==> src/pkg/t1ai_pkg.sv <==
// Package of offsets, field positions, reset values and counts for the receive alarm interrupts.
package t1ai_pkg;

   // ****************************************************************
   // Register indices and address width.
   // ****************************************************************
   localparam logic [15:0] EXZ_ENABLE_IDX  = 16'h0b0e; // Excess-zero interrupt enable index.
   localparam logic [15:0] OVL_STATUS_IDX  = 16'h0b11; // Over-length status index.
   localparam logic [15:0] OVL_ENABLE_IDX  = 16'h0b10; // Over-length enable index.
   localparam logic [15:0] LOS_STATUS_IDX  = 16'h0b13; // Loss-of-signal change status index.
   localparam logic [15:0] LOS_ENABLE_IDX  = 16'h0b14; // Loss-of-signal change enable index.
   localparam logic [15:0] EXCESS_ZERO_CHANGE_FLAG_IDX  = 16'h0b0f; // Excess-zero change status index.
   localparam int          ADDR_W          = 16;       // Avalon byte address width.

   // ****************************************************************
   // Field positions and reset values.
   // ****************************************************************
   localparam int          EXZ_BIT         = 0;        // Excess-zero flag and enable bit.
   localparam int          OVL_BIT         = 0;        // Over-length flag and enable bit.
   localparam int          LOS_BIT         = 3;        // Loss-of-signal flag and enable bit.
   localparam logic        EXZ_EN_RST      = 1'h0;     // Excess-zero enable after reset.
   localparam logic        OVL_EN_RST      = 1'h0;     // Over-length enable after reset.
   localparam logic        LOS_EN_N_RST    = 1'h1;     // Loss enable (inverted) after reset.
   localparam logic        FLAG_RST        = 1'h0;     // Every status flag after reset.

   // ****************************************************************
   // Sources and counts.
   // ****************************************************************
   localparam int          NUM_SRC         = 3;        // Event sources: exz, ovl, los.
   localparam int          SRC_EXZ         = 0;        // Source index of excess zeros.
   localparam int          SRC_OVL         = 1;        // Source index of over-length.
   localparam int          SRC_LOS         = 2;        // Source index of loss of signal.
   localparam logic [8:0]  LAPD_MAX_BYTES  = 9'h114;   // Longest legal message, 276 bytes.
   localparam logic [8:0]  BYTE_CNT_RST    = 9'h000;   // Byte counter after reset.

   // Bus handshake states, one-hot.
   typedef enum logic [1:0] {
      BUS_IDLE = 2'b01,
      BUS_DONE = 2'b10
   } t1ai_bus_t;

endpackage

==> src/design/t1ai_alarm_irq.sv <==
// Receive alarm interrupt status, enables and Avalon-MM register slave.
// Behaviour
// - Excess-zero enable gates change interrupt.
// - Excess-zero enable bit readable, resets zero.
// - Message over 276 bytes sets flag.
// - Over-length flag sticky, cleared on read.
// - Over-length enable read/write, resets zero.
// - Loss declare or clear sets bit 3.
// - Loss change flag cleared on read.
// - Excess-zero change flag cleared on read.
// - Loss change enable active low.
//
// The implementer's own choice: the Avalon-MM interface to the registers.
module t1ai_alarm_irq
   import t1ai_pkg::*;
(
   input  wire logic                        CLK,           // Framer clock, 50 MHz.
   input  wire logic                        RST,           // Synchronous reset, active high.
   input  wire logic [t1ai_pkg::ADDR_W-1:0] ADDRESS,       // Avalon byte address.
   input  wire logic                        READ,          // Avalon read request.
   input  wire logic                        WRITE,         // Avalon write request.
   input  wire logic [31:0]                 WRITEDATA,     // Avalon write data.
   input  wire logic [3:0]                  BYTEENABLE,    // Avalon byte enables.
   output logic [31:0]                      READDATA,      // Avalon read data.
   output logic                             WAITREQUEST,   // Avalon wait request.
   input  wire logic                        EXZ_COND,      // Excess-zero condition level.
   input  wire logic                        LOS_COND,      // Receive loss-of-signal level.
   input  wire logic                        DL1_MSG_START, // Pulse: new message begins.
   input  wire logic                        DL1_BYTE_STB,  // Pulse: one message byte taken.
   output logic                             IRQ            // Framer interrupt, active high.
);

   // ****************************************************************
   // Declarations.
   // ****************************************************************
   t1ai_bus_t           bus_ff;        // Bus handshake state.
   t1ai_bus_t           nxt_bus;       // Next bus state.
   logic                wait_ff;       // Wait request flop.
   logic [31:0]         rdata_ff;      // Read data flop.
   logic                irq_ff;        // Interrupt flop.
   logic                exz_en_ff;     // Excess-zero change enable.
   logic                ovl_en_ff;     // Over-length enable.
   logic                los_en_n_ff;   // Loss change enable, active low.
   logic                exz_prev_ff;   // Excess-zero level, one cycle old.
   logic                los_prev_ff;   // Loss level, one cycle old.
   logic [8:0]          byte_cnt_ff;   // Bytes of the current message.
   logic                ovl_done_ff;   // Over-length already reported this message.
   logic [NUM_SRC-1:0]  evt;           // Event pulse per source.
   logic [NUM_SRC-1:0]  clr;           // Read clear per source.
   logic [NUM_SRC-1:0]  flag;          // Sticky flag per source.
   logic [NUM_SRC-1:0]  en_eff;        // Active-high enable per source.
   logic                req;           // Any request present.
   logic                accept;        // Request completes at this edge.
   logic                first;         // First cycle of a request.
   logic [15:0]         widx;          // Register index from the address.
   logic                wr_lane0;      // Write hitting the low byte.
   logic                hit_exz_en;    // Excess-zero enable selected.
   logic                hit_ovl_en;    // Over-length enable selected.
   logic                hit_los_en;    // Loss enable selected.
   logic                hit_exz_st;    // Excess-zero status selected.
   logic                hit_ovl_st;    // Over-length status selected.
   logic                hit_los_st;    // Loss status selected.
   logic [7:0]          rd_mux;        // Selected register value.
   logic                ovl_evt;       // Byte beyond the legal length.
   logic [8:0]          nxt_cnt;       // Next byte count.

   // ****************************************************************
   // Address decode and read selection.
   // ****************************************************************
   assign req        = READ | WRITE;
   assign first      = req & (bus_ff == BUS_IDLE);
   assign accept     = req & (bus_ff == BUS_DONE);
   assign widx       = {2'h0, ADDRESS[15:2]};
   assign wr_lane0   = WRITE & BYTEENABLE[0] & accept;
   assign hit_exz_en = (ADDRESS[1:0] == 2'h0) && (widx == EXZ_ENABLE_IDX);
   assign hit_ovl_en = (ADDRESS[1:0] == 2'h0) && (widx == OVL_ENABLE_IDX);
   assign hit_los_en = (ADDRESS[1:0] == 2'h0) && (widx == LOS_ENABLE_IDX);
   assign hit_exz_st = (ADDRESS[1:0] == 2'h0) && (widx == EXCESS_ZERO_CHANGE_FLAG_IDX);
   assign hit_ovl_st = (ADDRESS[1:0] == 2'h0) && (widx == OVL_STATUS_IDX);
   assign hit_los_st = (ADDRESS[1:0] == 2'h0) && (widx == LOS_STATUS_IDX);
   // Reserved bits read zero; unmapped addresses read zero.
   assign rd_mux = hit_exz_en ? (8'h00 | (8'(exz_en_ff) << EXZ_BIT)) :
                   hit_ovl_en ? (8'h00 | (8'(ovl_en_ff) << OVL_BIT)) :
                   hit_los_en ? (8'h00 | (8'(los_en_n_ff) << LOS_BIT)) :
                   hit_exz_st ? (8'h00 | (8'(flag[SRC_EXZ]) << EXZ_BIT)) :
                   hit_ovl_st ? (8'h00 | (8'(flag[SRC_OVL]) << OVL_BIT)) :
                   hit_los_st ? (8'h00 | (8'(flag[SRC_LOS]) << LOS_BIT)) :
                   8'h00;

   // A read clears its flags in the cycle the value is captured.
   assign clr[SRC_EXZ] = READ & first & hit_exz_st;
   assign clr[SRC_OVL] = READ & first & hit_ovl_st;
   assign clr[SRC_LOS] = READ & first & hit_los_st;

   // Bus handshake: one wait cycle, then completion.
   assign nxt_bus = first ? BUS_DONE : BUS_IDLE;

   // ****************************************************************
   // Event detection.
   // ****************************************************************
   assign evt[SRC_EXZ] = EXZ_COND ^ exz_prev_ff;
   assign evt[SRC_LOS] = LOS_COND ^ los_prev_ff;
   assign ovl_evt      = DL1_BYTE_STB & ~DL1_MSG_START & ~ovl_done_ff
                         & (byte_cnt_ff == LAPD_MAX_BYTES);
   assign evt[SRC_OVL] = ovl_evt;
   assign nxt_cnt      = DL1_MSG_START ? BYTE_CNT_RST :
                         (DL1_BYTE_STB && byte_cnt_ff != 9'h1ff) ? 9'(byte_cnt_ff + 9'h001) :
                         byte_cnt_ff;
   // Loss enable is stored inverted: zero enables it.
   assign en_eff = {~los_en_n_ff, ovl_en_ff, exz_en_ff};

   // ****************************************************************
   // Sticky flags, one per source.
   // ****************************************************************
   generate
      for (genvar i = 0; i < NUM_SRC; i++) begin : g_flag
         t1ai_event_flag u_flag (
            .CLK  (CLK),
            .RST  (RST),
            .EVT  (evt[i]),
            .CLR  (clr[i]),
            .FLAG (flag[i])
         );
      end
   endgenerate

   // ****************************************************************
   // Registers.
   // ****************************************************************
   // Bus handshake and read data.
   always_ff @(posedge CLK) begin
      if (RST) begin
         bus_ff   <= BUS_IDLE;
         wait_ff  <= 1'h1;
         rdata_ff <= 32'h0;
      end else begin
         bus_ff   <= nxt_bus;
         wait_ff  <= ~first;
         rdata_ff <= first ? {24'h0, rd_mux} : rdata_ff;
      end
   end

   // Enable bits written by software.
   always_ff @(posedge CLK) begin
      if (RST) begin
         exz_en_ff   <= EXZ_EN_RST;
         ovl_en_ff   <= OVL_EN_RST;
         los_en_n_ff <= LOS_EN_N_RST;
      end else begin
         if (wr_lane0 && hit_exz_en) begin
            exz_en_ff <= WRITEDATA[EXZ_BIT];
         end
         if (wr_lane0 && hit_ovl_en) begin
            ovl_en_ff <= WRITEDATA[OVL_BIT];
         end
         if (wr_lane0 && hit_los_en) begin
            los_en_n_ff <= WRITEDATA[LOS_BIT];
         end
      end
   end

   // Condition history, byte counter and interrupt output.
   always_ff @(posedge CLK) begin
      if (RST) begin
         exz_prev_ff <= 1'h0;
         los_prev_ff <= 1'h0;
         byte_cnt_ff <= BYTE_CNT_RST;
         ovl_done_ff <= 1'h0;
         irq_ff      <= 1'h0;
      end else begin
         exz_prev_ff <= EXZ_COND;
         los_prev_ff <= LOS_COND;
         byte_cnt_ff <= nxt_cnt;
         ovl_done_ff <= ~DL1_MSG_START & (ovl_done_ff | ovl_evt);
         irq_ff      <= |(flag & en_eff);
      end
   end

   assign READDATA    = rdata_ff;
   assign WAITREQUEST = wait_ff;
   assign IRQ         = irq_ff;
endmodule

==> src/design/t1ai_event_flag.sv <==
// Sticky reset-upon-read event flag with set winning over clear.
module t1ai_event_flag
   import t1ai_pkg::*;
(
   input  wire logic CLK,      // Framer clock.
   input  wire logic RST,      // Synchronous reset, active high.
   input  wire logic EVT,      // One-cycle event pulse.
   input  wire logic CLR,      // One-cycle clear from a register read.
   output logic      FLAG      // Sticky flag.
);

   // ****************************************************************
   // Flag storage.
   // ****************************************************************
   logic flag_ff;              // Held flag.
   logic nxt_flag;             // Next flag value.

   // A new event holds the flag even in the cycle that a read clears it.
   assign nxt_flag = EVT | (flag_ff & ~CLR);
   assign FLAG     = flag_ff;

   // Flag register.
   always_ff @(posedge CLK) begin
      if (RST) begin
         flag_ff <= FLAG_RST;
      end else begin
         flag_ff <= nxt_flag;
      end
   end
endmodule

==> config.mk <==
export PLATFORM = sky130hd
export DESIGN_NAME = t1ai_alarm_irq
export DESIGN_NICKNAME = d
export VERILOG_FILES = /design/src/pkg/t1ai_pkg.sv /design/src/design/t1ai_alarm_irq.sv /design/src/design/t1ai_event_flag.sv
export SDC_FILE = /design/constraint.sdc
export NUM_CORES = 1
export LEC_CHECK = 0
export BUFFER_PORTS_ARGS = -buffer_cell sky130_fd_sc_hd__buf_2
export CELL_PAD_IN_SITES_DETAIL_PLACEMENT = 2
export CELL_PAD_IN_SITES_GLOBAL_PLACEMENT = 2
export CORE_ASPECT_RATIO = 1.75
export CORE_MARGIN = 2
export CORE_UTILIZATION = 21
export DETAILED_ROUTE_END_ITERATION = 16
export GPL_TIMING_DRIVEN = 0
export PLACE_DENSITY_LB_ADDON = 0.1
export SETUP_SLACK_MARGIN = 0.5
export SLEW_MARGIN = 0
export SYNTH_ARGS = -nofsm -noshare
export SYNTH_HDL_FRONTEND = slang
export SYNTH_SLANG_ARGS = --single-unit
export TNS_END_PERCENT = 10
==> constraint.sdc <==
create_clock -name CLK -period 2 [get_ports CLK]
set_input_delay 0 -clock CLK [delete_from_list [all_inputs] [get_ports CLK]]
set_output_delay 0 -clock CLK [all_outputs]
set_load 0.05 [all_outputs]
# ---- Word level (Yosys, flattened, before mapping)
# Cells that the tools add are included.
dict set report totals {
  ff_bits 30
  in_bits 60
}
dict set report op_classes {
  n_addsub 1
  n_eq_ne 10
  n_mux 7
  n_bitwise 30
  reduce_logical 13
}
# operator n
set ops {}
lappend ops {{$eq A14 B12 Y1 const B} 6}
lappend ops {{$mux W4} 6}
lappend ops {{$and A1 B1 Y1} 15}
lappend ops {{$logic_and A1 B1 Y1} 10}
lappend ops {{$add A9 B1 Y9 const B} 1}
lappend ops {{$eq A9 B9 Y1 const B} 1}
lappend ops {{$ne A9 B9 Y1 const B} 1}
lappend ops {{$not A1 Y1} 7}
lappend ops {{$or A1 B1 Y1} 5}
lappend ops {{$and A3 B3 Y3} 1}
lappend ops {{$reduce_or A3 Y1} 1}
lappend ops {{$eq A2 B1 Y1 const B} 1}
lappend ops {{$eq A2 B2 Y1 const B} 1}
lappend ops {{$logic_not A2 Y1} 1}
lappend ops {{$mux W2} 1}
lappend ops {{$reduce_or A2 Y1} 1}
lappend ops {{$xor A1 B1 Y1} 2}

# ---- Logic depth before layout (Yosys ltp)
# Gate-level depths: netlist of the first run.
dict set report logic_depth {
  word_depth 8
  mapped_depth 9
  ltp_nobuf 8
}

# ---- By module
# A second synthesis of the first run with hierarchy kept.
dict set report unflattened {
  hier_cells 166
  area_unflattened_um2 1392.6
}
# module n_inst cells_each area_each_um2 seq_area_each_um2
set modules_own_cells {}
lappend modules_own_cells {t1ai_alarm_irq 1 154 1276.2 400.4}
lappend modules_own_cells {t1ai_event_flag 3 4 38.8 20.0}

# ---- Worst setup path after synthesis of the first run
# OpenSTA, ideal clock, no wires.
dict set report synth_timing {
  path_type {register to register}
  startpoint {register byte_cnt_ff[0]}
  endpoint {register byte_cnt_ff[5]}
  setup_time_ns 0.071
  t_arrival_ns 1.671
  required_time_ns 1.929
  path_slack_ns 0.258
  stages_incl_launch_ff 10
  n_path_buf 1
  synth_period_minus_slack_ns 1.742
  path_cell_list {dfxtp_1 ha_1 nand3_1 nor2_1 ha_1 nor2b_1 buf_4 nand4_2 or3_1 a21oi_1}
}
dict set report synth_via {
  elab_chain_len 2
  elab_cells_between_ends 3
}
# item line_no
set synth_rtl {}
lappend synth_rtl {{start: declaration} t1ai_alarm_irq.sv:46} ;# logic [8:0] byte_cnt_ff;
lappend synth_rtl {{start signal: assignment} t1ai_alarm_irq.sv:173} ;# byte_cnt_ff <= nxt_cnt;
lappend synth_rtl {{branches (longest 2 deep; another with $add A9 B1 Y9)} n/a}
# Several ways; the timed one is not identified.
# A chain may end at the register's enable or synchronous reset.

# ---- Worst setup path after layout of the first run
# Same ends and word-level chain as after synthesis.

==> impl_metrics.env, run 1 <==
export IMPL_status="finished, final reports clean"
export IMPL_ios=94
export IMPL_port_buffer_count=30
export IMPL_layout_nets=298
export IMPL_synth_area_per_cell_sq_um=8.559
export IMPL_synth_top_area_share_pct=34.26
export IMPL_synth_edf_count=0
export IMPL_synthArstFlopShare_pct=0
export IMPL_avgRoutedWirePerCell_um=13.33
export IMPL_cp_max_fo=4
export IMPL_cp_end_kind="flip-flop"
export IMPL_grt_max_degree=13
export IMPL_rsz0062_at_grt="yes"
export IMPL_crit_slowest_cell="or3_1"
export IMPL_place_congestion=0.7981
export IMPL_postRouteAntennaNets=0
export IMPL_clockBufferDepth=2
export IMPL_critPathMaxStageDelay_ns=0.39
export IMPL_final_hold_viol_count=0
export IMPL_clk_pin_slew_ns=0.08
export IMPL_std_cell_rows=38
export IMPL_area_growth_pct=44.79
export IMPL_synth_top_cells_by_count="buf_4 (32), dfxtp_1 (23), nor2_1 (18), a21oi_1 (9)"
export IMPL_synth_area_leader_cell="dfxtp_1"
export IMPL_clkSinkCount=23
export IMPL_cts_root_buf="clkbuf_8"
export IMPL_ir_drop_v=0.0001537
export IMPL_routed_wirelength_um=4186
export IMPL_cap_violations=0
export IMPL_slew_headroom_pct=59.60
export IMPL_cp_data_required_time_ns=2.19
export IMPL_syn_area_sq_um=1344
export IMPL_synthFlopType="dfxtp_1"
export IMPL_ys_seq_area_share_pct=34.26
export IMPL_drc=0
export IMPL_cts_made_buffers=3
export IMPL_post_route_period_util_pct=87.27
export IMPL_critPathLaunchType="flip-flop"
export IMPL_period_needed_ns=1.745
export IMPL_synth_area_top_cells="dfxtp_1 (34%), buf_4 (18%), nor2_1 (5.0%), a21oi_1 (3.4%), nand4_1 (3.3%)"
export IMPL_worstMarginPinSlew_ns=0.5997
export IMPL_grt_pass1_wl_um=6782
export IMPL_maxSlewViolCount=0
export IMPL_powerDensity_nw_per_um2=550.4
export IMPL_yosys_warnings=0
export IMPL_grt_pass1_vias=1418
export IMPL_cp_cell_sequence="ha_4, nand3_4, nor2_4, ha_2, nor2b_1, buf_4, nand4_4, or3_1, a21oi_1"
export IMPL_viasPerCell=4.118
export IMPL_clk_latency_ns=0.26
export IMPL_vias=1293
export IMPL_antennaDiodeCount=0
export IMPL_criticalPathCategory="flip-flop to flip-flop"
export IMPL_p_leak_nw=0.9272
export IMPL_drive_above_1_share_pct=39.74
export IMPL_synthMostInstantiatedCell="buf_4"
export IMPL_hold_ws_ns=0.007479
export IMPL_cts_tree="done"
export IMPL_drt_first_iter_violations=34
export IMPL_fin_skew_ns=0.005097
export IMPL_yosysUniqueCellTypes=32
export IMPL_die_area_sq_um=7080
export IMPL_core_area_sq_um=6181
export IMPL_max_freq_ghz=0.5730
export IMPL_netlist_instances=157
export IMPL_fin_tns_setup_ns=0
export IMPL_h_tree_depth=1
export IMPL_hold_path_class="input pin to flip-flop"
export IMPL_antenna_found_initial=0
export IMPL_grt_overflow_total=0
export IMPL_drt_pass1_iterations=4
export IMPL_synth_seq_cells=23
export IMPL_dieHeight_um=109.8
export IMPL_setup_viol=0
export IMPL_grt_usage_pct=12.30
export IMPL_dp_hpwl_um=3287
export IMPL_fp_dieW_um=64.47
export IMPL_arrival_ns=1.94
export IMPL_initial_utilization_pct=21.74
worst max-delay path: cells and delay by family, from the launching register on:
kind | cells | cell delay, ns
flops | 1 | 0.36
compound gates | 1 | 0.14
simple gates | 5 | 0.70
buf+inv | 1 | 0.15
fa+ha+maj | 2 | 0.31
routing by layer:
metal / share of wire [%] / vias to the layer above / global-route usage (%)
met5: 0 / - / 0
met4: 0.43 / 0 / 2.736
met3: 3.1 / 2 / 1.638
met2: 63 / 23 / 27.23
met1: 33 / 637 / 11.17
li1: - / 631 / -
final timing paths:
check	to	slack [ns]	cells after the start	from
worst max-delay path	byte_cnt_ff[5]	0.25	9	byte_cnt_ff[0]
worst min-delay path	ovl_en_ff	0.007	3	WRITEDATA[0]
worst max register to register	byte_cnt_ff[5]	0.25	9	byte_cnt_ff[0]
worst min register to register	ovl_done_ff	0.47	2	ovl_done_ff
report_power, final:
group          internal, mW  total [mW]  switching, mW
clock network         0.142       0.290          0.148
logic                0.0975       0.303          0.206
registers             0.468       0.477        0.00916
total                 0.707        1.07          0.363
cell families after synthesis:
| logic type | count (synthesis) | synth area share [%] |
|---|---|---|
| compound gates | 19 | 9.031 |
| other cells | 1 | 0.2791 |
| fa+ha+maj | 3 | 2.794 |
| mux | 4 | 2.980 |
| simple gates | 59 | 25.70 |
| xor+xnor | 7 | 4.562 |
| buf+inv | 41 | 20.39 |
| flops | 23 | 34.26 |
flip-flops by register name (all words and copies together), names as in the netlist:
| register | count |
|---|---|
| los_en_n_ff | 1 |
| exz_prev_ff | 1 |
| byte_cnt_ff | 9 |
| g_flag.u_flag.FLAG | 3 |
| los_prev_ff | 1 |
| exz_en_ff | 1 |
| ovl_done_ff | 1 |
| IRQ | 1 |
| ovl_en_ff | 1 |
| bus_ff | 2 |
| READDATA | 2 |
repair_timing:
| action | CTS | global route |
|---|---|---|
| endpoints found under the hold margin | 4 | 0 |
| hold buffers | 4 | 0 |
| pin swaps | 4 | 1 |
| gates resized for setup | 9 | 1 |
| setup buffers | 10 | 0 |
| setup endpoints to repair | 10 | 15 |
cell usage in the layout (no fill, tap or decap), types with 4 or more instances in the layout:
master         instances
a21oi_1                9
dlygate4sd3_1          4
inv_1                  6
conb_1                30
nor2_1                17
nor2b_1                4
nand4_1                7
buf_4                 41
nand2_1                6
mux2i_1                4
buf_2                 30
dfxtp_1               18
xor2_1                 5
o21ai_0                4
final cells by class:
| class | count | area, sq um |
|---|---|---|
| clock buffers | 4 | 45.04 |
| fillers | 738 | 4235 |
| inverters | 7 | 26.28 |
| multi-input cells | 122 | 774.5 |
| flip-flops and latches | 23 | 474.2 |
| well taps | 80 | 100.1 |
| repair buffers | 44 | 277.8 |
| plain buffers | 34 | 247.7 |
stage by stage:
step | total power [mW] | instance area (sq um) | setup slack (ns) | std cells | utilization, %
after global placement | 0.7700 | 1743 | 0.2011 | 296 | 28.20
after detailed placement | 0.7758 | 1743 | 0.1394 | 296 | 28.20
after floorplan | 0.7202 | 1493 | 0.3799 | 186 | -
after CTS | 1.081 | 1946 | 0.2521 | 314 | 31.48
final | 1.071 | 1946 | 0.2547 | 314 | 31.48
after global routing | 1.129 | 1946 | 0.1767 | 314 | 31.48
Note: power is estimated with default switching activity, not from simulation.
==> run 2, diff against run 1 <==
Settings changed: ABC_AREA set to 1, CORE_UTILIZATION 21 to 20, CTS_BUF_LIST set to sky130_fd_sc_hd__clkbuf_16, TNS_END_PERCENT 10 to not set.
==> impl_metrics.env, run 2 <==
export IMPL_vias=1538
export IMPL_cp_max_fo=6
export IMPL_grt_max_degree=13
export IMPL_cap_violations=0
export IMPL_drive_above_1_share_pct=37.72
export IMPL_fp_dieW_um=68.62
export IMPL_cts_made_buffers=3
export IMPL_area_growth_pct=46.49
export IMPL_hold_ws_ns=0.009200
export IMPL_synth_area_leader_cell="dfxtp_1"
export IMPL_core_area_sq_um=7131
export IMPL_clk_pin_slew_ns=0.06
export IMPL_cp_end_kind="flip-flop"
export IMPL_fin_cells=375
export IMPL_post_route_period_util_pct=84.17
export IMPL_synth_top_cells_by_count="nand2_1 (33), buf_4 (30), nor2_1 (30), inv_1 (25), dfxtp_1 (23)"
export IMPL_grt_pass1_wl_um=6824
export IMPL_min_from="WRITEDATA[0]"
export IMPL_layout_nets=353
export IMPL_dp_slack_ns=0.2084
export IMPL_antenna_found_initial=0
export IMPL_hold_path_class="input pin to flip-flop"
export IMPL_reg2reg_from="byte_cnt_ff[3]"
export IMPL_clockBufferDepth=2
export IMPL_fin_util_pct=30.02
export IMPL_netlist_instances=209
export IMPL_place_congestion=0.7339
export IMPL_postRouteAntennaNets=0
export IMPL_drt_first_iter_violations=18
export IMPL_crit_slowest_cell="dfxtp_4"
export IMPL_viasPerCell=4.101
export IMPL_grt_pass1_vias=1550
export IMPL_period_needed_ns=1.683
export IMPL_cp_top_family="simple AND/OR/NAND/NOR gates"
export IMPL_synthFlopType="dfxtp_1"
export IMPL_dieHeight_um=117.1
export IMPL_critPathLaunchType="flip-flop"
export IMPL_top_register="byte_cnt_ff"
export IMPL_setup_worst_path_start="byte_cnt_ff[3]"
export IMPL_initial_utilization_pct=20.49
export IMPL_drt_pass1_iterations=2
export IMPL_fin_tns_setup_ns=0
export IMPL_cp_cell_sequence="nand2_4, nor2_4, nand3_4, nor3_4, ha_2, nor2_4, buf_4, buf_6, inv_8, o21ai_2, nor3b_2"
export IMPL_clkSinkCount=23
export IMPL_largest_reg_flops=9
export IMPL_synth_edf_count=0
export IMPL_ios=94
export IMPL_grt_usage_pct=11.49
export IMPL_criticalPathCategory="flip-flop to flip-flop"
export IMPL_fin_skew_ns=0.002929
export IMPL_maxSlewViolCount=0
export IMPL_avgRoutedWirePerCell_um=11.79
export IMPL_ir_drop_v=0.0002764
export IMPL_placed_cells=353
export IMPL_setup_ws_ns=0.3167
export IMPL_final_common_cell="buf_4"
export IMPL_cp_data_required_time_ns=2.14
export IMPL_r2r_cells=11
export IMPL_synthMostInstantiatedCell="nand2_1"
export IMPL_fillers=875
export IMPL_yosys_warnings=0
export IMPL_ys_seq_area_share_pct=31.51
export IMPL_rsz0062_at_grt="yes"
export IMPL_synth_top_area_share_pct=31.51
export IMPL_critical_path_buf_inv_count=3
export IMPL_dp_hpwl_um=3695
export IMPL_p_leak_nw=1.064
export IMPL_synthArstFlopShare_pct=0
export IMPL_std_cell_rows=41
export IMPL_cts_tree="done"
export IMPL_routed_wirelength_um=4422
export IMPL_placed_cell_area_sq_um=1833
export IMPL_syn_area_sq_um=1461
export IMPL_design_area_sq_um=2141
export IMPL_clk_latency_ns=0.26
export IMPL_h_tree_depth=1
export IMPL_synth_area_top_cells="dfxtp_1 (32%), buf_4 (15%), nand2_1 (8.5%), nor2_1 (7.7%), inv_1 (6.4%)"
export IMPL_final_cell_mix="buf_4 (43), nand2_1 (31), buf_2 (30), conb_1 (30), nor2_1 (29)"
export IMPL_total_power_mw=1.216
export IMPL_powerDensity_nw_per_um2=567.9
export IMPL_synth_area_per_cell_sq_um=6.992
export IMPL_arrival_ns=1.83
export IMPL_critPathMaxStageDelay_ns=0.36
export IMPL_crit_cells=11
export IMPL_die_area_sq_um=8033
export IMPL_final_hold_viol_count=0
export IMPL_grt_overflow_total=0
export IMPL_yosysUniqueCellTypes=30
export IMPL_setup_viol=0
export IMPL_max_freq_ghz=0.5941
export IMPL_path_common_cell="nor2_4"
export IMPL_drc=0
export IMPL_cts_root_buf="clkbuf_16"
export IMPL_hold_depth=3
export IMPL_status="finished, final reports clean"
export IMPL_antennaDiodeCount=0
export IMPL_synth_seq_cells=23
export IMPL_port_buffer_count=29
==> run 2: cell types whose count changed in the layout (fill, tap and decap cells not counted), sizes merged, moves of 3 or more <==
| cell | delta |
|---|---|
| nand2 | +29 |
| inv | +20 |
| nor2 | +20 |
| o21ai | +8 |
| mux2i | -4 |
| nor2b | -4 |
| xor2 | -4 |
| buf | +3 |
| clkbuf | -3 |
| nand3 | +3 |
| nand4 | -3 |
| nor4b | -3 |
| or3 | -3 |
==> run 2: logic make-up (layout without fill, tap and decap cells) <==
family / after synthesis / in the layout / synth area share (%)
XOR/XNOR: 3 / 3 / 1.798
flip-flops: 23 / 23 / 31.51
AND/OR/NAND/NOR: 95 / 95 / 31.59
AO/OA/AOI/OAI: 27 / 27 / 9.847
adder cells (fa/ha/maj): 3 / 3 / 2.569
other: 1 / 30 / 0.2566
buffers and inverters: 57 / 108 / 22.43
==> run 2: layout make-up <==
type                       instances  area [sq um]  share of cell area, %
buffer                            31         230.2                  10.75
tap                               86         107.6                  5.026
clock buffer                       3         75.07                  3.507
clock inverter                     1         3.754                 0.1753
multi-input combinational        158         855.8                  39.98
timing repair buffer              47         295.3                  13.79
sequential                        23         467.9                  21.86
inverter                          26         105.1                  4.909
==> run 2: worst min-delay path: cells and delay by family <==
kind,cells,cell delay (ns)
buf+inv,1,0.10
simple gates,2,0.14
==> run 2: worst paths after layout <==
kind / slack (ns) / to
hold reg to reg: 0.45 / READDATA[0]
setup / recovery: 0.32 / byte_cnt_ff[6]
setup reg to reg: 0.32 / byte_cnt_ff[6]
hold / removal: 0.009 / exz_en_ff
==> run 2: layer usage <==
metal  part of all wire, %  up-vias  GRT usage, %
met5                     0        -             0
met4                   2.1        0         4.133
met3                   3.9        6         1.147
met2                    63       31         25.00
met1                    31      738         9.676
li1                      -      763             -
==> run 2: power by group <==
part	switching, mW	total [mW]	internal (mW)
sequential	0.00803	0.478	0.470
combinational	0.208	0.305	0.0972
clock	0.166	0.433	0.267
total	0.382	1.22	0.834
==> run 2: what timing repair did <==
action / CTS / global route
buffers inserted: 11 / 4
hold endpoints to repair: 3 / 0
hold buffers: 3 / 0
endpoints found under the setup margin: 9 / 9
pin swaps: 9 / 9
gates resized for setup: 21 / 6
